## src/eewp_defines.svh

```systemverilog
// constants for the parallel eeprom write/protect host controller
`ifndef EEWP_DEFINES_SVH
`define EEWP_DEFINES_SVH
`define EEWP_CLK_NS          50
`define EEWP_STROBE_NS       150
`define EEWP_STROBE_CYC      ((`EEWP_STROBE_NS + `EEWP_CLK_NS - 1) / `EEWP_CLK_NS)
`define EEWP_BLC_US          100
`define EEWP_BLC_CYC         ((`EEWP_BLC_US * 1000) / `EEWP_CLK_NS)
`define EEWP_GAP_CYC         ((`EEWP_BLC_CYC * 3) / 4)
`define EEWP_WC_MS           10
`define EEWP_WC_CYC          ((`EEWP_WC_MS * 1000000) / `EEWP_CLK_NS)
`define EEWP_POLL_LIMIT      32'd400000
`define EEWP_PAGE_BYTES      128
`define EEWP_BIT_COMP        7
`define EEWP_BIT_TOGG        6
`define EEWP_CMD_A0          15'h5555
`define EEWP_CMD_A1          15'h2aaa
`define EEWP_SET_D0          8'haa
`define EEWP_SET_D1          8'h55
`define EEWP_SET_D2          8'ha0
`define EEWP_CLR_D2          8'h80
`define EEWP_CLR_D5          8'h20
`endif

```

## src/eewp_pkg.sv

```systemverilog
// types for the parallel eeprom write/protect host controller
package eewp_pkg;
  typedef enum logic [3:0] {
    EEWP_IDLE  = 4'b0000,
    EEWP_PREP  = 4'b0001,
    EEWP_WSTB  = 4'b0010,
    EEWP_WGAP  = 4'b0011,
    EEWP_RSTB  = 4'b0100,
    EEWP_RGAP  = 4'b0101,
    EEWP_POLL  = 4'b0110,
    EEWP_PSTB  = 4'b0111,
    EEWP_PGAP  = 4'b1000,
    EEWP_WAIT  = 4'b1001,
    EEWP_DONE  = 4'b1010
  } eewp_state_t;
  typedef enum logic [1:0] {
    EEWP_OP_READ  = 2'b00,
    EEWP_OP_WRITE = 2'b01,
    EEWP_OP_CLR   = 2'b10
  } eewp_op_t;
  typedef struct packed {
    logic [14:0] addr;
    logic [7:0]  data;
  } eewp_word_t;
  typedef struct packed {
    logic        ce_n;
    logic        oe_n;
    logic        we_n;
  } eewp_strb_t;
endpackage

```

## src/eewp_cmdrom.sv

```systemverilog
// command prefix lookup for set and clear protection sequences
`timescale 1ns/1ps
`include "eewp_defines.svh"
module eewp_cmdrom
  import eewp_pkg::*;
#(
  parameter logic [14:0] CMD_A0 = `EEWP_CMD_A0,
  parameter logic [14:0] CMD_A1 = `EEWP_CMD_A1,
  parameter logic [7:0]  SET_D0 = `EEWP_SET_D0,
  parameter logic [7:0]  SET_D1 = `EEWP_SET_D1,
  parameter logic [7:0]  SET_D2 = `EEWP_SET_D2,
  parameter logic [7:0]  CLR_D2 = `EEWP_CLR_D2,
  parameter logic [7:0]  CLR_D5 = `EEWP_CLR_D5
) (
  // select
  input  wire logic       clr,
  input  wire logic [2:0] idx,
  // command word
  output eewp_word_t      word
);
  always_comb begin
    word = '{addr: CMD_A0, data: SET_D0};
    case (idx)
      3'h0: word = '{addr: CMD_A0, data: SET_D0};
      3'h1: word = '{addr: CMD_A1, data: SET_D1};
      3'h2: word = '{addr: CMD_A0, data: clr ? CLR_D2 : SET_D2};
      3'h3: word = '{addr: CMD_A0, data: SET_D0};
      3'h4: word = '{addr: CMD_A1, data: SET_D1};
      3'h5: word = '{addr: CMD_A0, data: CLR_D5};
      default: word = '{addr: CMD_A0, data: SET_D0};
    endcase
  end
endmodule // eewp_cmdrom

```

## src/eewp_host.sv

```systemverilog
// host controller: page writes with protection prefix, reads, status polling
//
// How it works
// - host never trusts the first or last bit 6 level alone
// - with PROT set every page gets the command prefix
// - prefix is three command writes to fixed addresses in order
// - clear op sends six command writes then waits one write cycle
// - command writes go back to back with no other access between
// - ce is driven per device; oe and we may be shared
// - next byte strobe starts well inside 100 us of the last
// - page select address taken from the first byte of the page
`timescale 1ns/1ps
`include "eewp_defines.svh"
module eewp_host
  import eewp_pkg::*;
#(
  parameter int          WC_CYC    = `EEWP_WC_CYC,
  parameter logic [14:0] CMD_A0    = `EEWP_CMD_A0,
  parameter logic [14:0] CMD_A1    = `EEWP_CMD_A1
) (
  // clock and reset
  input  wire logic        CORE_CLK,
  input  wire logic        RSTN,
  // user request
  input  wire logic        REQ,
  input  wire eewp_op_t    OP,
  input  wire logic        PROT,
  input  wire eewp_word_t  REQ_WORD,
  input  wire logic [7:0]  LEN,
  // user byte stream for a page, status and read data
  input  wire logic [7:0]  WDATA,
  output logic             WDATA_TAKE,
  output logic             BUSY,
  output logic             DONE,
  output logic             TIMEOUT,
  output logic [7:0]       RDATA,
  // device pins
  output eewp_word_t       MEM_WORD,
  output eewp_strb_t       MEM_STRB,
  output logic             MEM_DQ_OE,
  input  wire logic [7:0]  MEM_DQ_IN
);
  localparam int STB  = `EEWP_STROBE_CYC;

  eewp_state_t state_reg;
  eewp_state_t state_next;
  eewp_op_t    op_reg;
  logic        prot_reg;
  logic [2:0]  cmd_idx_reg;
  logic [2:0]  cmd_cnt_reg;
  logic [7:0]  left_reg;
  logic [14:0] page_addr_reg;
  logic [7:0]  last_data_reg;
  logic        in_cmd_reg;
  logic        first_poll_reg;
  logic        prev_tog_reg;
  logic [7:0]  poll_q_reg;
  logic [31:0] tmr_reg;
  logic [31:0] poll_cnt_reg;
  eewp_word_t  cmd_word;

  eewp_cmdrom #(
    .CMD_A0 (CMD_A0),
    .CMD_A1 (CMD_A1)
  ) u_cmdrom (
    .clr  (op_reg == EEWP_OP_CLR),
    .idx  (cmd_idx_reg),
    .word (cmd_word)
  );

  wire tmr_done = (tmr_reg == 32'd0);

  always_comb begin
    state_next = state_reg;
    case (state_reg)
      EEWP_IDLE: if (REQ) state_next = EEWP_PREP;
      EEWP_PREP: state_next = (op_reg == EEWP_OP_READ) ? EEWP_RSTB
                                                       : EEWP_WSTB;
      EEWP_WSTB: if (tmr_done) state_next = EEWP_WGAP;
      EEWP_WGAP: begin
        if (tmr_done) begin
          if (in_cmd_reg && cmd_idx_reg != cmd_cnt_reg)
            state_next = EEWP_WSTB;
          else if (!in_cmd_reg && left_reg != 8'd0)
            state_next = EEWP_WSTB;
          else if (op_reg == EEWP_OP_CLR)
            state_next = EEWP_WAIT;
          else if (in_cmd_reg)
            state_next = EEWP_WSTB;
          else
            state_next = EEWP_POLL;
        end
      end
      EEWP_RSTB: if (tmr_done) state_next = EEWP_RGAP;
      EEWP_RGAP: state_next = EEWP_DONE;
      EEWP_POLL: state_next = EEWP_PSTB;
      EEWP_PSTB: if (tmr_done) state_next = EEWP_PGAP;
      EEWP_PGAP: begin
        if (poll_cnt_reg == `EEWP_POLL_LIMIT)
          state_next = EEWP_DONE;
        else if (!first_poll_reg
                 && poll_q_reg[`EEWP_BIT_TOGG] == prev_tog_reg
                 && poll_q_reg[`EEWP_BIT_COMP]
                    == last_data_reg[`EEWP_BIT_COMP])
          state_next = EEWP_DONE;
        else
          state_next = EEWP_PSTB;
      end
      EEWP_WAIT: if (tmr_done) state_next = EEWP_DONE;
      EEWP_DONE: state_next = EEWP_IDLE;
      default:   state_next = EEWP_IDLE;
    endcase
  end

  always_ff @(posedge CORE_CLK or negedge RSTN) begin
    if (!RSTN) state_reg <= EEWP_IDLE;
    else       state_reg <= state_next;
  end

  // strobe / gap timer
  always_ff @(posedge CORE_CLK or negedge RSTN) begin
    if (!RSTN) begin
      tmr_reg <= 32'd0;
    end else if (state_next != state_reg) begin
      case (state_next)
        EEWP_WSTB, EEWP_RSTB, EEWP_PSTB: tmr_reg <= 32'(STB - 1);
        EEWP_WGAP: tmr_reg <= 32'(STB - 1);
        EEWP_WAIT: tmr_reg <= 32'(WC_CYC - 1);
        default:   tmr_reg <= 32'd0;
      endcase
    end else if (!tmr_done) begin
      tmr_reg <= tmr_reg - 32'd1;
    end
  end

  // request capture and sequencing
  always_ff @(posedge CORE_CLK or negedge RSTN) begin
    if (!RSTN) begin
      op_reg        <= EEWP_OP_READ;
      prot_reg      <= 1'b0;
      cmd_idx_reg   <= 3'd0;
      cmd_cnt_reg   <= 3'd0;
      left_reg      <= 8'd0;
      page_addr_reg <= 15'h0000;
      in_cmd_reg    <= 1'b0;
    end else if (state_reg == EEWP_IDLE && REQ) begin
      op_reg        <= OP;
      prot_reg      <= PROT;
      cmd_idx_reg   <= 3'd0;
      cmd_cnt_reg   <= (OP == EEWP_OP_CLR) ? 3'd6 : 3'd3;
      left_reg      <= (LEN > 8'(`EEWP_PAGE_BYTES)) ?
                       8'(`EEWP_PAGE_BYTES) : LEN;
      page_addr_reg <= REQ_WORD.addr;
      in_cmd_reg    <= (OP == EEWP_OP_CLR)
                       || (OP == EEWP_OP_WRITE && PROT);
    end else if (state_reg == EEWP_WGAP && state_next == EEWP_WSTB) begin
      if (in_cmd_reg && cmd_idx_reg == cmd_cnt_reg)
        in_cmd_reg <= 1'b0;
    end else if (state_reg == EEWP_WSTB && state_next == EEWP_WGAP) begin
      if (in_cmd_reg) cmd_idx_reg <= cmd_idx_reg + 3'd1;
      else if (left_reg != 8'd0) begin
        // step only after the byte left the pins, so the next one moves on
        left_reg           <= left_reg - 8'd1;
        page_addr_reg[6:0] <= page_addr_reg[6:0] + 7'd1;
      end
    end
  end

  // pin drive: addr/data held over the strobe, bus released one cycle after it
  always_ff @(posedge CORE_CLK or negedge RSTN) begin
    if (!RSTN) begin
      MEM_WORD   <= '0;
      MEM_STRB   <= '{ce_n: 1'b1, oe_n: 1'b1, we_n: 1'b1};
      MEM_DQ_OE  <= 1'b0;
      WDATA_TAKE <= 1'b0;
    end else begin
      WDATA_TAKE <= 1'b0;
      case (state_next)
        EEWP_WSTB: begin
          if (state_reg != EEWP_WSTB) begin
            if (in_cmd_reg && !(state_reg == EEWP_WGAP
                && cmd_idx_reg == cmd_cnt_reg))
              MEM_WORD <= cmd_word;
            else begin
              MEM_WORD <= '{addr: page_addr_reg, data: WDATA};
              WDATA_TAKE <= 1'b1;
            end
          end
          MEM_STRB  <= '{ce_n: 1'b0, oe_n: 1'b1, we_n: 1'b0};
          MEM_DQ_OE <= 1'b1;
        end
        EEWP_RSTB, EEWP_PSTB: begin
          if (state_next == EEWP_RSTB) MEM_WORD.addr <= page_addr_reg;
          MEM_STRB  <= '{ce_n: 1'b0, oe_n: 1'b0, we_n: 1'b1};
          MEM_DQ_OE <= 1'b0;
        end
        default: begin
          MEM_STRB  <= '{ce_n: 1'b1, oe_n: 1'b1, we_n: 1'b1};
          // data held one cycle past the we rising edge for hold time
          MEM_DQ_OE <= (state_reg == EEWP_WSTB);
        end
      endcase
    end
  end

  // poll bookkeeping
  always_ff @(posedge CORE_CLK or negedge RSTN) begin
    if (!RSTN) begin
      last_data_reg  <= 8'h00;
      first_poll_reg <= 1'b1;
      prev_tog_reg   <= 1'b0;
      poll_cnt_reg   <= 32'd0;
      poll_q_reg     <= 8'h00;
    end else begin
      if (WDATA_TAKE) last_data_reg <= MEM_WORD.data;
      // sample while ce and oe are still low; the bus floats in the gap
      if (state_reg == EEWP_PSTB && tmr_done) poll_q_reg <= MEM_DQ_IN;
      if (state_reg == EEWP_POLL) begin
        first_poll_reg <= 1'b1;
        poll_cnt_reg   <= 32'd0;
      end else if (state_reg == EEWP_PGAP) begin
        first_poll_reg <= 1'b0;
        prev_tog_reg   <= poll_q_reg[`EEWP_BIT_TOGG];
        poll_cnt_reg   <= poll_cnt_reg + 32'd1;
      end
    end
  end

  // user status
  always_ff @(posedge CORE_CLK or negedge RSTN) begin
    if (!RSTN) begin
      BUSY    <= 1'b0;
      DONE    <= 1'b0;
      TIMEOUT <= 1'b0;
      RDATA   <= 8'h00;
    end else begin
      BUSY <= (state_next != EEWP_IDLE);
      DONE <= (state_next == EEWP_DONE);
      if (state_reg == EEWP_IDLE && REQ) TIMEOUT <= 1'b0;
      if (state_reg == EEWP_PGAP && poll_cnt_reg == `EEWP_POLL_LIMIT)
        TIMEOUT <= 1'b1;
      if (state_reg == EEWP_RSTB && tmr_done) RDATA <= MEM_DQ_IN;
    end
  end

  bus_free_a: assert property (@(posedge CORE_CLK) disable iff (!RSTN)
    (MEM_STRB.oe_n == 1'b0) |-> !MEM_DQ_OE)
    else $error("host drives bus during read");
  write_inhibit_a: assert property (@(posedge CORE_CLK) disable iff (!RSTN)
    (MEM_STRB.we_n == 1'b0) |-> (MEM_STRB.oe_n && !MEM_STRB.ce_n))
    else $error("write strobe with oe low or ce high");
  stable_word_a: assert property (@(posedge CORE_CLK) disable iff (!RSTN)
    (!MEM_STRB.we_n && $past(!MEM_STRB.we_n)) |-> $stable(MEM_WORD))
    else $error("address or data moved during strobe");
  page_len_a: assert property (@(posedge CORE_CLK) disable iff (!RSTN)
    left_reg <= 8'(`EEWP_PAGE_BYTES))
    else $error("page longer than 128 bytes");
  cmd_count_a: assert property (@(posedge CORE_CLK) disable iff (!RSTN)
    (state_reg == EEWP_WAIT) |-> (cmd_idx_reg == 3'd6))
    else $error("clear wait before six commands");
  byte_gap_a: assert property (@(posedge CORE_CLK) disable iff (!RSTN)
    $rose(MEM_STRB.we_n) |-> ##[1:40] (!MEM_STRB.we_n
      || state_reg inside {EEWP_POLL, EEWP_PSTB, EEWP_WAIT, EEWP_DONE,
                           EEWP_IDLE}))
    else $error("byte load gap too long");
  read_strobe_a: assert property (@(posedge CORE_CLK) disable iff (!RSTN)
    (state_reg == EEWP_RSTB) |-> (!MEM_STRB.ce_n && !MEM_STRB.oe_n))
    else $error("read without ce and oe low");
  poll_done_a: assert property (@(posedge CORE_CLK) disable iff (!RSTN)
    (state_reg == EEWP_PGAP && state_next == EEWP_DONE && !TIMEOUT
      && poll_cnt_reg != `EEWP_POLL_LIMIT)
    |-> (poll_q_reg[`EEWP_BIT_TOGG] == prev_tog_reg))
    else $error("poll ended while bit 6 toggling");
endmodule // eewp_host

```

## config.mk

```make
export PLATFORM = sky130hd
export DESIGN_NAME = eewp_host
export DESIGN_NICKNAME = d
export VERILOG_FILES = /design/src/eewp_pkg.sv /design/src/eewp_cmdrom.sv /design/src/eewp_host.sv
export VERILOG_INCLUDE_DIRS = /design/src /design/src/src
export SDC_FILE = /design/constraint.sdc
export NUM_CORES = 1
export LEC_CHECK = 0
export BUFFER_PORTS_ARGS = -buffer_cell sky130_fd_sc_hd__buf_2
export CAP_MARGIN = 20
export CORE_MARGIN = 3
export CORE_UTILIZATION = 34
export DETAILED_ROUTE_END_ITERATION = 8
export PLACE_DENSITY_LB_ADDON = 0.05
export SYNTH_ARGS = -nofsm -noshare
export SYNTH_HDL_FRONTEND = slang
export SYNTH_SLANG_ARGS = --single-unit
```

## constraint.sdc

```tcl
create_clock -name CORE_CLK -period 3.8 [get_ports CORE_CLK]
set_clock_uncertainty 0.15 [all_clocks]
set_input_delay 0 -clock CORE_CLK [delete_from_list [all_inputs] [get_ports CORE_CLK]]
set_output_delay 0 -clock CORE_CLK [all_outputs]
set_load 0.005 [all_outputs]
```

==> metrics.txt, run 1 <==
initial core utilization=34.9%; Vias=6029; worst min-delay path class=in -> reg; Max IR drop VDD=0.319 mV; Reg power frac=33.8%; Syn Nets=833; Worst-Margin Slew=0.930 ns; CTS Buf Count=17; Final Hold Violating Endpoints=0; initial DRC count=285; routability cong.=0.851; remaining global-route overflow=0; Avg Synthesized Cell Area=9.61 um^2; number of buffers inserted by port buffering=83; commonest non-fill, non-tap cell in the layout=dfrtp_1; CP Capture Type=register; Worst Path Required=3.98 ns; dpl hpwl=13100 um; Critical Path Start Type=register; first-pass GRT wire length=31300 um; maximum number of pins on one net before global-route repair=100; Tmin final=3.58 ns; vias in the first global route=6142; RSZ-0062 raised after global routing=no; DR vias/cell=5.05; DR WL/cell=15.5 um; Setup TNS Final=0 ns; post-synthesis sequential area ratio=48.7%; period utilisation layout=94.3%; pwr dens=777 mW/mm^2; drt drc=0; total track usage=16.1%; initial antenna violation count=1; max cap viols=0; Pint=4210 uW; status=finished clean; Syn-to-layout area delta=23.8%; ANT nets after route=0; CTS clk-pin slew, worst paths=0.06 ns; worst setup path class=reg -> reg; I/O pin cnt=92; Filler cells=2106; NetSw=2910 uW; final count of pins violating max slew=0; Pwr Total=7120 uW; top_reg_cell synth=dfrtp_1; clk buf depth=2; H-tree Lvls=4; Synth cell types=69; drt pass-1 iters=4; f_max=0.279 GHz; ys async rst share=100%; Worst Path Arrival=3.76 ns; die width=154 um; Sink Count=144; Yosys reg bits=144; sw frac=40.8%; Post-Layout Cell Count=1193; worst skew pair latency=0.42 ns; Logic pwr share=44.9%; Pleak=0.00411 uW; worst rel slew slack=37.0%; Netlist Area Pre-Place=0.00741 mm^2; die area=0.0236 mm^2; Post-Route WL=18500 um; number of synthesized flops with an enable pin=0; # diodes=0; Syn. warnings=0; core box area=0.0212 mm^2; most frequent cells in the layout=140 x dfrtp_1, 87 x nor2_1, 83 x nand2_1; final setup vio count=0; share of layout cells above drive strength 1=18.6%; nets=967; crit path max fanout=8; row cnt=53; clock root buffer=clkbuf_16; TritonCTS clock tree=built; placed cells=1117; clock power share=21.3%; Die Y=154 um; Post-Syn Instances=771; post-layout util=43.2%
routing by layer:
metal	GRT usage [%]	vias to the layer above	wire length, um	part of all wire [%]
met2	26.7	119	8950	48
met1	21.4	2917	8600	46
met3	3.97	15	763	4.1
met5	0	-	12	0.065
met4	3.66	2	202	1.1
li1	-	2976	-	-
final timing paths:
check | from | cells past startpoint | endpoint | slack, ns
max reg2reg | left_reg[3] | 8 | MEM_WORD[20] | 0.22
max in group asynchronous | RSTN | 3 | MEM_STRB[1] | 2.44
max | left_reg[3] | 8 | MEM_WORD[20] | 0.22
min reg2reg | first_poll_reg | 2 | first_poll_reg | 0.31
min | REQ | 3 | left_reg[4] | 0.002
min in group asynchronous | RSTN | 2 | poll_cnt_reg[15] | 0.12
per-stage QoR:
step | area [um^2] | hold WS (ns) | setup slack, ns
after floorplan | 7410 | -0.446 | 0.526
after global placement | 8190 | 0.0281 | 0.257
after detailed placement | 8190 | 0.0403 | 0.263
after CTS | 9170 | 0.0156 | 0.254
after global routing | 9170 | 0.0634 | 0.000707
final | 9170 | 0.00159 | 0.217
worst max-delay path: stages, from the launching register on:
cell and delay [ns]:
dfrtp_1 0.42, or4_1 0.58, or3_1 0.40, or4_1 0.52
o211ai_1 0.27, nand4_1 0.30, o211ai_1 0.20, nand3_1 0.38
o2bb2ai_1 0.29
cell type report:
class | instances | area [um^2] | share of cell area (%)
sequential | 144 | 3610 | 39.4
multi-input combinational | 574 | 3580 | 39.1
timing repair buffer | 148 | 1020 | 11.1
clock buffer | 21 | 450 | 4.91
tap | 275 | 344 | 3.75
clock inverter | 11 | 82.6 | 0.901
inverter | 20 | 77.6 | 0.846
power groups by stage:
| stage | combinational, uW | sequential, uW | clock [uW] |
|---|---|---|---|
| after detailed placement | 3180 | 2430 | 0 |
| after global placement | 3120 | 2410 | 0 |
| final | 3190 | 2410 | 1520 |
| after floorplan | 2290 | 2320 | 0 |
| after CTS | 3240 | 2410 | 1570 |
| after global routing | 3600 | 2480 | 1630 |
synth_stat cells (10+ instances only):
cell type	instances	area (um^2)
xor2_1	35	307
nand4_1	16	100
nor4_1	14	87.6
mux2_2	14	158
nor3_1	20	100
nand2_1	83	312
o21ai_0	33	165
a21oi_1	25	125
nor2_1	89	334
inv_1	19	71.3
dfrtp_1	140	3500
and3_1	16	100
or4_1	10	75.1
or3_1	15	93.8
clkbuf_1	24	90.1
xnor2_1	37	324
and2_1	12	75.1
nand3_1	30	150
cells by family (layout without fill, tap and decap cells):
family / after synthesis / count (layout) / synth area share, %
compound gates: 116 / 116 / 10.1
xor+xnor: 72 / 72 / 8.51
fa+ha+maj: 9 / 9 / 1.52
buf+inv: 53 / 200 / 2.97
flops: 144 / 144 / 48.7
mux: 21 / 21 / 3.11
simple gates: 356 / 356 / 25.0
what timing repair did:
item                      4_1_cts  5_1_grt
hold endpoints to repair      142        0
gates resized for setup         0        0
hold buffers                   44        0
setup buffers                   0        0
(Power assumes the default switching activity.)
==> inputs of run 2 (changes only) <==
==> constraint.sdc (replaced) <==
create_clock -name CORE_CLK -period 4.6 [get_ports CORE_CLK]
set_clock_uncertainty 0.15 [all_clocks]
set_input_delay 0 -clock CORE_CLK [delete_from_list [all_inputs] [get_ports CORE_CLK]]
set_output_delay 0 -clock CORE_CLK [all_outputs]
set_load 0.005 [all_outputs]
==> run 2 against run 1 <==
Against the previous run:
- critical path depth shrank 1
- highest routed layer unchanged
- cell count decreased by 1.1%
- largest cell class unchanged
- sequential share of layout area about the same
- worst setup slack better by 0.44 ns
- non-clock buffer count is 12 lower
- sequential power down 17%
- register-to-register slack improved by 0.44 ns
- global-route usage up 0.073 points
- via count is 0.58% lower
- first-iteration DRC count rose by 17%
- worst hold slack better by 0.080 ns
==> metrics.txt, run 2 (synthesis gave the netlist of run 1 again) <==
final count of pins violating max slew=0 (unchanged); Syn-to-layout area delta=23.8% (about the same); final setup vio count=0 (unchanged); initial antenna violation count=1 (unchanged); DR vias/cell=5.08 (+0.51%); Pwr Total=5990 uW (-16%); die area=0.0236 mm^2 (unchanged); GR Util met3=3.97% (unchanged); core box area=0.0212 mm^2 (unchanged); Filler cells=2101 (-0.24%); met1 Track Usage GR=21.5% (+0.14 points); Max IR drop VDD=0.293 mV (-8.4%); row cnt=53 (unchanged); CTS clk-pin slew, worst paths=0.06 ns (about the same); Sink Count=144 (unchanged); clock root buffer=clkbuf_16; RSZ-0062 raised after global routing=no; initial DRC count=334 (+17%); worst setup path class=reg -> reg; TritonCTS clock tree=built; vias in the first global route=6088 (-0.88%); initial core utilization=34.9% (unchanged); share of layout cells above drive strength 1=17.8% (-0.84 points); commonest non-fill, non-tap cell in the layout=dfrtp_1; Top Usage Layer GRT=met2; worst min-delay path class=in -> reg; H-tree Lvls=4 (unchanged); I/O pin cnt=92 (unchanged); max cap viols=0 (unchanged); Post-CTS Resized=0 (unchanged); drt drc=0 (unchanged); pwr dens=653 mW/mm^2 (-16%); Worst Path Required=4.79 ns (+0.81 ns); clk buf depth=2 (unchanged); Final Hold Violating Endpoints=0 (unchanged); worst skew pair latency=0.42 ns (about the same); CTS Buf Count=17 (unchanged); # diodes=0 (unchanged); Worst-Margin Slew=0.960 ns (+0.0306 ns); first-pass GRT wire length=31300 um (about the same); status=finished clean; number of buffers inserted by port buffering=83 (unchanged); period utilisation layout=85.7% (-8.6 points); f_max=0.254 GHz (-9.1%); routability cong.=0.830 (-2.4%); DR WL/cell=15.7 um (+0.81%); ANT nets after route=0 (unchanged); GR Util met2=26.7% (-0.042 points); Post-Route WL=18500 um (-0.29%); total track usage=16.2% (+0.073 points); remaining global-route overflow=0 (unchanged); Critical Path Start Type=register; Setup TNS Final=0 ns (unchanged); most frequent cells in the layout=140 x dfrtp_1, 87 x nor2_1, 83 x nand2_1; Tmin final=3.94 ns (+0.359 ns); drt pass-1 iters=5 (+1); nets=955 (-1.2%); Pleak=0.00410 uW (about the same); CP Capture Type=register; crit path max fanout=10 (+2); postcts setup bufs=0 (unchanged); Die Y=154 um (unchanged); dpl hpwl=12900 um (-1.7%); Worst Path Arrival=4.13 ns (+0.37 ns); maximum number of pins on one net before global-route repair=99 (-1.0%); worst rel slew slack=34.3% (-2.7 points); die width=154 um (unchanged); Vias=5994 (-0.58%)
-- run 2: power by group --
part	switching (uW)	leakage, uW	internal, uW
Combinational	1500	0.00196	1030
Sequential	313	0.00185	1670
Clock	551	0.000298	920
Total	2370	0.00410	3620
-- run 2: worst paths after layout --
check                                       start                 to  slack, ns  cells after the start
worst max-delay path                  tmr_reg[26]       MEM_WORD[10]       0.66                      7
worst min-delay path                          REQ        left_reg[6]       0.08                      3
worst max register to register        tmr_reg[26]       MEM_WORD[10]       0.66                      7
worst min register to register  page_addr_reg[11]  page_addr_reg[11]       0.32                      2
max in group asynchronous                    RSTN        MEM_WORD[0]       3.02                      3
min in group asynchronous                    RSTN   poll_cnt_reg[15]       0.11                      2
-- run 2: metal layers --
layer / vias up / share of wire [%]
li1: 2951 / -
met1: 2910 / 47
met2: 117 / 48
met3: 14 / 3.9
met4: 2 / 0.89
met5: - / 0.070
-- run 2: cell type report --
class,instances,area (um^2),area share (%)
sequential,144,3610,39.4
multi-input combinational,574,3580,39.1
timing repair buffer,136,930,10.1
clock buffer,18,439,4.79
tap,275,344,3.75
clock inverter,13,188,2.05
inverter,20,77.6,0.846
-- run 2: worst max-delay path: stages (launching register included) --
cell and delay (ns):
dfrtp_1 0.41, or4_4 0.58, nor4b_4 0.43, and3_1 0.50
o21ai_2 0.19, o41ai_1 0.74, nand3_1 0.54, o2bb2ai_1 0.31
-- run 2: per-stage QoR --
step	hold WS [ns]	utilization, %	cell area (um^2)	setup WS, ns	instances
final	0.0813	43.2	9170	0.658	1180
after global routing	0.123	43.2	9170	0.353	1180
after CTS	0.0837	43.2	9170	0.665	1180
after detailed placement	0.0377	38.2	8100	0.640	1105
after global placement	0.0266	38.2	8100	0.816	1105
after floorplan	-0.446	-	7410	1.33	771
-- run 2: timing repair --
action,4_1_cts,5_1_grt
endpoints found under the hold margin,142,0
setup endpoints to repair,0,0
hold buffers,44,0
